==> src/mfe_pkg.sv <==
/*
 * Constants shared by the MII receive front end: delimiter, CRC and frame limits.
 * Assumes nibble counts, where one MII nibble stands for four bit times.
 */
package mfe_pkg;
	localparam int unsigned PORT_COUNT = 24;
	localparam int unsigned REVERSIBLE_PORTS = 10;
	localparam int unsigned LOOKUP_ENTRIES = 2000;
	localparam logic [7:0] SFD_BYTE = 8'hd5;
	localparam logic [31:0] CRC_POLY = 32'hedb88320;
	localparam logic [31:0] CRC_INIT = 32'hffffffff;
	localparam logic [31:0] CRC_RESIDUE = 32'hdebb20e3;
	localparam int unsigned BITS_PER_NIBBLE = 4;
	localparam int unsigned MIN_IFG_BT = 80;
	localparam int unsigned SHORT_EVENT_BT = 76;
	localparam int unsigned RUNT_BYTES = 64;
	localparam int unsigned LONG_BYTES = 1518;
	localparam int unsigned JABBER_BT = 50000;
	localparam logic [4:0] IFG_NIBBLES = 5'(MIN_IFG_BT / BITS_PER_NIBBLE);
	localparam logic [13:0] SHORT_NIBBLES = 14'((SHORT_EVENT_BT + 3) / BITS_PER_NIBBLE);
	localparam logic [13:0] RUNT_NIBBLES = 14'(RUNT_BYTES * 2);
	localparam logic [13:0] LONG_NIBBLES = 14'(LONG_BYTES * 2);
	localparam int unsigned JABBER_NIBBLES = JABBER_BT / BITS_PER_NIBBLE;
	localparam int unsigned DA_BYTES = 6;
	localparam int unsigned SA_END_BYTE = 12;
endpackage : mfe_pkg

==> src/mfe_rx_front_end.sv <==
/*
 * Receive front end of one switch port: MII nibbles in, screened bytes and addresses out.
 * Assumes the MII pins are asynchronous to clk_i and the receive clock is well below clk_i/4.
 */
`timescale 1ns/1ps

module mfe_rx_front_end #(
	parameter int unsigned PORT_ID = 0,
	parameter int unsigned JABBER_LIMIT = mfe_pkg::JABBER_NIBBLES
) (
	// Clock and reset.
	input wire logic clk_i,
	input wire logic rst_i,
	// MII receive pins.
	input wire logic mii_rx_clk_i,
	input wire logic [3:0] mii_rxd_i,
	input wire logic mii_rx_dv_i,
	input wire logic mii_rx_er_i,
	// Port configuration.
	input wire logic port_reversed_i,
	output logic port_reversed_o,
	// Byte stream towards the switch buffer.
	output logic [7:0] out_data_o,
	output logic out_last_o,
	output logic out_valid_o,
	input wire logic out_ready_i,
	// Frame verdict.
	output logic frame_ok_o,
	output logic frame_err_o,
	// Lookup engine request and source learning.
	output logic [47:0] da_o,
	output logic da_valid_o,
	output logic da_multicast_o,
	output logic [47:0] sa_o,
	output logic sa_learn_o
);

	typedef enum logic [3:0] {
		ST_IDLE = 4'h1,
		ST_HUNT = 4'h2,
		ST_RECV = 4'h4,
		ST_DROP = 4'h8
	} mfe_state_type;

	typedef struct packed {
		logic ck1, ck2, ck3;
		logic [3:0] d1, d2;
		logic dv1, dv2, er1, er2;
		mfe_state_type st;
		logic [7:0] sr;
		logic [3:0] lo;
		logic [13:0] nib;
		logic [13:0] car;
		logic [4:0] ifg;
		logic [31:0] crc;
		logic err;
		logic [7:0] pend;
		logic pend_v;
		logic [8:0] hd, tl;
		logic hv, tv;
		logic [47:0] da, sa;
		logic da_v, mc, learn, ok, bad, rev;
	} mfe_regs_type;

	mfe_regs_type s, next_s;

	// Four CRC steps per nibble, earliest bit in bit 0.
	function automatic logic [31:0] mfe_crc_nib(input logic [31:0] c, input logic [3:0] d);
		logic [31:0] r;
		r = c;
		for (int i = 0; i < 4; i++) begin
			r = (r[0] ^ d[i]) ? ((r >> 1) ^ mfe_pkg::CRC_POLY) : (r >> 1);
		end
		return r;
	endfunction : mfe_crc_nib

	function automatic logic [13:0] mfe_sat_inc(input logic [13:0] v);
		return (v == 14'h3fff) ? v : v + 14'h0001;
	endfunction : mfe_sat_inc

	////////////////////////////////////////////////////////////////////////////////

	always_comb begin
		logic fall, room, push, last_bad, dv, er;
		logic [3:0] d;
		logic [7:0] b;
		logic [8:0] pword;
		logic [12:0] idx;
		fall = 1'b0;
		room = 1'b0;
		push = 1'b0;
		last_bad = 1'b0;
		dv = 1'b0;
		er = 1'b0;
		d = 4'h0;
		b = 8'h00;
		pword = 9'h000;
		idx = 13'h0000;
		next_s = s;
		next_s.ck1 = mii_rx_clk_i;
		next_s.ck2 = s.ck1;
		next_s.ck3 = s.ck2;
		next_s.d1 = mii_rxd_i;
		next_s.d2 = s.d1;
		next_s.dv1 = mii_rx_dv_i;
		next_s.dv2 = s.dv1;
		next_s.er1 = mii_rx_er_i;
		next_s.er2 = s.er1;
		next_s.da_v = 1'b0;
		next_s.learn = 1'b0;
		next_s.ok = 1'b0;
		next_s.bad = 1'b0;
		next_s.rev = port_reversed_i && (PORT_ID < mfe_pkg::REVERSIBLE_PORTS);
		// Buffer drain side: head leaves, tail moves up.
		if (out_ready_i && s.hv) begin
			next_s.hv = s.tv;
			next_s.hd = s.tl;
			next_s.tv = 1'b0;
		end
		room = !(next_s.hv && next_s.tv);
		// Nibbles are taken on the falling edge, mid-way in the PHY's stable window.
		fall = s.ck3 && !s.ck2;
		dv = s.dv2;
		er = s.er2;
		d = s.d2;
		if (fall) begin
			if (dv) begin
				// Counting in nibbles keeps every limit the same at 10 and 100 Mbps.
				next_s.car = mfe_sat_inc(s.car);
			end else if (s.ifg != 5'h1f) begin
				next_s.ifg = s.ifg + 5'h01;
			end
			unique case (s.st)
				ST_IDLE: begin
					if (dv) begin
						next_s.car = 14'h0001;
						next_s.sr = {d, 4'h0};
						next_s.st = (s.ifg < mfe_pkg::IFG_NIBBLES) ? ST_DROP : ST_HUNT;
						if (er) begin
							next_s.st = ST_DROP;
						end
					end
				end
				ST_HUNT: begin
					next_s.sr = {d, s.sr[7:4]};
					if (!dv) begin
						next_s.st = ST_IDLE;
						next_s.ifg = 5'h00;
					end else if (er) begin
						next_s.st = ST_DROP;
					end else if ({d, s.sr[7:4]} == mfe_pkg::SFD_BYTE) begin
						next_s.st = ST_RECV;
						next_s.crc = mfe_pkg::CRC_INIT;
						next_s.nib = 14'h0000;
						next_s.err = 1'b0;
						next_s.pend_v = 1'b0;
					end
				end
				ST_RECV: begin
					if (dv) begin
						next_s.nib = mfe_sat_inc(s.nib);
						next_s.crc = mfe_crc_nib(s.crc, d);
						if (er || s.car >= 14'(JABBER_LIMIT)) begin
							next_s.err = 1'b1;
						end
						if (s.nib[0]) begin
							b = {d, s.lo};
							idx = s.nib[13:1];
							if (idx < 13'(mfe_pkg::DA_BYTES)) begin
								next_s.da = {s.da[39:0], b};
								if (idx == 13'(mfe_pkg::DA_BYTES - 1)) begin
									next_s.da_v = 1'b1;
									// Before the last shift the first byte still sits in bits 39:32.
									next_s.mc = s.da[32];
								end
							end else if (idx < 13'(mfe_pkg::SA_END_BYTE)) begin
								next_s.sa = {s.sa[39:0], b};
							end
							// One byte is held back so the final byte can carry the end mark.
							if (s.pend_v) begin
								push = 1'b1;
								pword = {1'b0, s.pend};
							end
							next_s.pend = b;
							next_s.pend_v = 1'b1;
						end else begin
							next_s.lo = d;
						end
					end else begin
						last_bad = s.err || s.nib[0]
							|| s.crc != mfe_pkg::CRC_RESIDUE
							|| s.car < mfe_pkg::SHORT_NIBBLES
							|| s.nib < mfe_pkg::RUNT_NIBBLES
							|| s.nib > mfe_pkg::LONG_NIBBLES
							|| (s.pend_v && !room);
						if (s.pend_v) begin
							push = 1'b1;
							pword = {1'b1, s.pend};
						end
						next_s.pend_v = 1'b0;
						next_s.ok = !last_bad;
						next_s.bad = last_bad;
						next_s.learn = !last_bad;
						next_s.st = ST_IDLE;
						next_s.ifg = 5'h00;
					end
				end
				ST_DROP: begin
					if (!dv) begin
						next_s.st = ST_IDLE;
						next_s.ifg = 5'h00;
					end
				end
			endcase
		end
		// Filling side: a byte that finds both entries taken marks the frame bad.
		if (push) begin
			if (!room) begin
				next_s.err = 1'b1;
			end else if (!next_s.hv) begin
				next_s.hd = pword;
				next_s.hv = 1'b1;
			end else begin
				next_s.tl = pword;
				next_s.tv = 1'b1;
			end
		end
	end

	always_ff @(posedge clk_i) begin
		if (rst_i) begin
			s <= '0;
			s.st <= ST_IDLE;
			s.ifg <= 5'h1f;
			s.crc <= mfe_pkg::CRC_INIT;
		end else begin
			s <= next_s;
		end
	end

	////////////////////////////////////////////////////////////////////////////////

	assign port_reversed_o = s.rev;
	assign out_data_o = s.hd[7:0];
	assign out_last_o = s.hd[8];
	assign out_valid_o = s.hv;
	assign frame_ok_o = s.ok;
	assign frame_err_o = s.bad;
	assign da_o = s.da;
	assign da_valid_o = s.da_v;
	assign da_multicast_o = s.mc;
	assign sa_o = s.sa;
	assign sa_learn_o = s.learn;

endmodule : mfe_rx_front_end

==> config.mk <==
export PLATFORM = sky130hd
export DESIGN_NAME = mfe_rx_front_end
export DESIGN_NICKNAME = d
export VERILOG_FILES = /design/src/mfe_pkg.sv /design/src/mfe_rx_front_end.sv
export SDC_FILE = /design/constraint.sdc
export NUM_CORES = 1
export LEC_CHECK = 0
export BUFFER_PORTS_ARGS = -buffer_cell sky130_fd_sc_hd__buf_2
export CAP_MARGIN = 15
export CORE_ASPECT_RATIO = 1.2
export CORE_UTILIZATION = 60
export CTS_BUF_LIST = sky130_fd_sc_hd__clkbuf_8
export CTS_CLUSTER_SIZE = 14
export DETAILED_ROUTE_END_ITERATION = 16
export PLACE_DENSITY = 0.83
export SETUP_SLACK_MARGIN = 0.2
export SLEW_MARGIN = 5
export SYNTH_ARGS = -nofsm -noshare
export SYNTH_HDL_FRONTEND = slang
export SYNTH_SLANG_ARGS = --single-unit
==> constraint.sdc <==
create_clock -name clk_i -period 3.3 [get_ports clk_i]
set_input_delay 0.495 -clock clk_i [delete_from_list [all_inputs] [get_ports clk_i]]
set_output_delay 0.495 -clock clk_i [all_outputs]
set_load 0.02 [all_outputs]
==> out/metrics.sh <==
PATH_BUF_INV=0
FINAL.PERIOD_UTILIZATION_PCT=79.9
SYNTHESIS.NETS=1102
TIMING.MAX_SLEW.REL_SLACK_PCT=46.6
POWER.IR.VDD_WORST_V=0.000287
DIE-WIDTH_UM=120
SYNTH_MOST_COMMON_CELL='sky130_fd_sc_hd__dfxtp_1'
DR.PASS1.ITERS=5
CLK-INSERTION-DELAY-LATE_PS=530
CTS.REPORTEDPATHS.CLKPINSLEW_PS=70
CAP_VIOLATIONS=0
ROUTED_VIA_DENSITY=5.67
DIEAREA_UM2=17300
SYN_AVG_CELL_AREA_UM2=9.29
PORT_BUFFERS=122
ANTENNA_DIODES=0
ROUTE.FINAL.WIRE_LENGTH_MM=20.6
NUMCTSBUFFERS=36
CRIT_SLOWEST_CELL='sky130_fd_sc_hd__dfxtp_1'
SYNTHFLOPTYPE='sky130_fd_sc_hd__dfxtp_1'
WORST_SLEW_PIN_SLEW_PS=798
WORST_EP_REQUIRED_TIME_PS=3750
SYNTH-EDFF-COUNT=0
FIN_WS_PS=662
SYNTHTOPCELLSBYAREA='sky130_fd_sc_hd__dfxtp_1 (44%), sky130_fd_sc_hd__mux2i_1 (12%), sky130_fd_sc_hd__buf_4 (8.2%), sky130_fd_sc_hd__nor2_1 (5.6%), sky130_fd_sc_hd__xnor2_1 (2.3%)'
SEQ_AREA_FRAC_SYNTH_PCT=44.3
LAYOUT.CORE_UTILIZATION_PCT=66.4
YOSYSUNIQUECELLTYPES=65
NUMCLOCKSINKS=223
POSTSYNTH.ASYNCRESETSHARE_PCT=0
PRECTSSETUPSLACK_PS=720
REPORT.FINAL.HOLD_VIOL_COUNT=0
NUMBER_OF_GLOBAL_ROUTE_VIAS_BEFORE_REPAIR=7002
SYNTH-SEQ-CELLS=223
SYNTHTOLAYOUTAREAGROWTH_PCT=7.54
GRT_FIRST_PASS_WIRELENGTH_MM=33.2
NETLIST_TOP_CELLS_COUNT='sky130_fd_sc_hd__dfxtp_1 (223), sky130_fd_sc_hd__nor2_1 (151), sky130_fd_sc_hd__mux2i_1 (118)'
CORE.ROWCOUNT=51
RESULT_OF_THE_RUN='completed'
REPORT.FINAL.SLEW_VIOL_COUNT=0
CRITICAL-PATH-TOP-DELAY-FAMILY='simple AND/OR/NAND/NOR gates'
HOLD_PATH.CLASS='in -> reg'
HOLDBUFCOUNTCTS=0
POWER_LEAKAGE_nW=4.30
CLOCK_TREE_FROM_TRITONCTS='built'
MULTIINPUTGATEAREA_UM2=4530
PLACE_AREA_UM2=10100
FINAL-SEQ-AREA_UM2=4460
NUMBER_OF_GATES_RESIZED_AFTER_CTS=0
CTS.PATH.MAX_BUFFERS=3
DRT_FIRST_ITER_VIOLATIONS=551
SYNTHDOMINANTCELLAREASHARE_PCT=44.3
DP_HPWL_MM=13.5
ACHIEVABLE-FREQUENCY_GHz=0.379
GR-USAGE-MET2_PCT=41.7
YOSYSWARNINGS=0
POST_DRT_WL_PER_CELL_UM=15.4
FINALSETUPVIOLCOUNT=0
STARTPOINT_TYPE='flip-flop'
FINAL_DESIGN_AREA_NO_FILL_UM2=10800
CRITICAL_PATH.ENDPOINT_TYPE='flip-flop'
POWER_DENSITY_nW_PER_UM2=479
CP.ARRIVAL_PS=3090
GRT_MAX_DEGREE=124
CORE_AREA_UM2=16300
GRT_ANTENNA_BEFORE_REPAIR=0
TRACK_USAGE_PCT=23.3
HTREE_NUM_LEVELS=2
POST_SYNTH_INST_COUNT=1086
FINALCRITICALPERIOD_PS=2640
SETUP-TNS-FINAL_PS=0
SETUP.WORST_PATH.CLASS='reg -> reg'
GRT_SETUP_UNREPAIRED='false'
GLOBAL_ROUTE.USAGE.MET3_PCT=3.79
CTS-ROOT-BUF='sky130_fd_sc_hd__clkbuf_8'
IO_PINS=123
FIN_SKEW_PS=18.7
GLOBAL_ROUTING_USAGE_ON_MET1_PCT=27.2
GP_ROUTABILITY_CONGESTION=0.909
GRT-BUSIEST-LAYER='met2'
FINAL_NET_COUNT=1113
DRCVIOLATIONCOUNT=0
POST-CTS-SETUP-BUFFER-COUNT=0
CRIT_PATH_MAX_FANOUT=16
DIE_H_UM=144
N_FILL_CELL=1233
SYNTH.LARGEST_AREA_CELL='sky130_fd_sc_hd__dfxtp_1'
DRIVE_ABOVE_1_SHARE_PCT=19.1
CRIT_PATH_MAX_INCR_DELAY_PS=560
START_UTIL_PCT=61.7
OVERFLOW=0
VIAS=7571
PATH_CELLS='or4b_4 -> nor4_4 -> o221ai_2 -> or3_1 -> a21oi_1'
MAPPEDNETLISTAREA_UM2=10100
POSTROUTEANTENNANETS=0
[worst reg2reg max path: stages (launching register included)]
cell and delay (ps):
sky130_fd_sc_hd__dfxtp_1 560, sky130_fd_sc_hd__or4b_4 540, sky130_fd_sc_hd__nor4_4 530, sky130_fd_sc_hd__o221ai_2 360
sky130_fd_sc_hd__or3_1 430, sky130_fd_sc_hd__a21oi_1 150
[final cells by class]
class	instances	share of cell area, %
inverters	13	0.450
multi-input cells	681	41.7
clock inverters	18	0.830
well taps	212	2.45
repair buffers	142	7.42
clock buffers	47	5.96
flip-flops and latches	223	41.2
[power by group]
| group | internal (mW) | switching, mW | total [mW] |
|---|---|---|---|
| Sequential | 2.70 | 0.00800 | 2.71 |
| Clock | 1.29 | 1.07 | 2.36 |
| Combinational | 0.0508 | 0.0820 | 0.133 |
| Total | 4.04 | 1.16 | 5.20 |
[metrics by stage]
step                hold slack [ps]  power [mW]  std cells
finish                          183        5.20       1336
global placement                419        2.90       1271
floorplan                       414        2.87       1086
global route                    198        5.37       1336
CTS                             172        5.23       1336
detailed placement              422        2.90       1271
[final timing paths]
kind	startpoint	to	slack, ps	depth (start not counted)
worst max-delay path	s[210]	s[187]	660	5
worst min-delay path	mii_rx_dv_i	next_s[215]	180	2
worst max register to register	s[210]	s[187]	660	5
worst min register to register	next_s[220]	s[220]	430	1
[registers in the layout (all words and copies together) (netlist names), named ones only]
name and flops:
sa_o 48, next_s 8, s 85, out_valid_o 1, da_multicast_o 1, out_data_o 8, port_reversed_o 1, frame_ok_o 1
out_last_o 1, da_o 48, da_valid_o 1, frame_err_o 1
[per-layer routing]
| layer | routed length, µm | vias to the layer above |
|---|---|---|
| li1 | - | 3696 |
| met1 | 8760 | 3598 |
| met2 | 10100 | 226 |
| met3 | 1040 | 51 |
| met4 | 654 | 0 |
| met5 | 0 | - |
[kinds of logic after synthesis]
| group | synth area share, % |
|---|---|
| compound gates | 9.75 |
| xor+xnor | 4.23 |
| fa+ha+maj | 0.620 |
| buf+inv | 11.0 |
| flops | 44.3 |
| mux | 12.2 |
| simple gates | 18.0 |
[cells in the final DEF, fill, tap and decap left out, types with 5 or more instances in the layout]
master / count
sky130_fd_sc_hd__a31oi_1: 9
sky130_fd_sc_hd__nor2_1: 151
sky130_fd_sc_hd__a211oi_1: 6
sky130_fd_sc_hd__a311oi_1: 8
sky130_fd_sc_hd__mux2i_1: 118
sky130_fd_sc_hd__nand2b_1: 21
sky130_fd_sc_hd__o22ai_1: 17
sky130_fd_sc_hd__clkbuf_8: 47
sky130_fd_sc_hd__nor4_1: 7
sky130_fd_sc_hd__xnor2_1: 27
sky130_fd_sc_hd__o21a_1: 14
sky130_fd_sc_hd__a21oi_1: 33
sky130_fd_sc_hd__and3_1: 7
sky130_fd_sc_hd__nand3_1: 37
sky130_fd_sc_hd__nor2b_1: 22
sky130_fd_sc_hd__clkinv_2: 7
sky130_fd_sc_hd__ha_1: 5
sky130_fd_sc_hd__buf_2: 121
sky130_fd_sc_hd__dfxtp_1: 223
sky130_fd_sc_hd__a2bb2oi_1: 6
sky130_fd_sc_hd__inv_1: 21
sky130_fd_sc_hd__nand2_1: 47
sky130_fd_sc_hd__buf_4: 17
sky130_fd_sc_hd__xor2_1: 14
sky130_fd_sc_hd__nor3_1: 9
sky130_fd_sc_hd__o21ai_0: 29
sky130_fd_sc_hd__or3_1: 14
sky130_fd_sc_hd__nand4_1: 14
No activity file was read; power rests on OpenSTA's default activity.
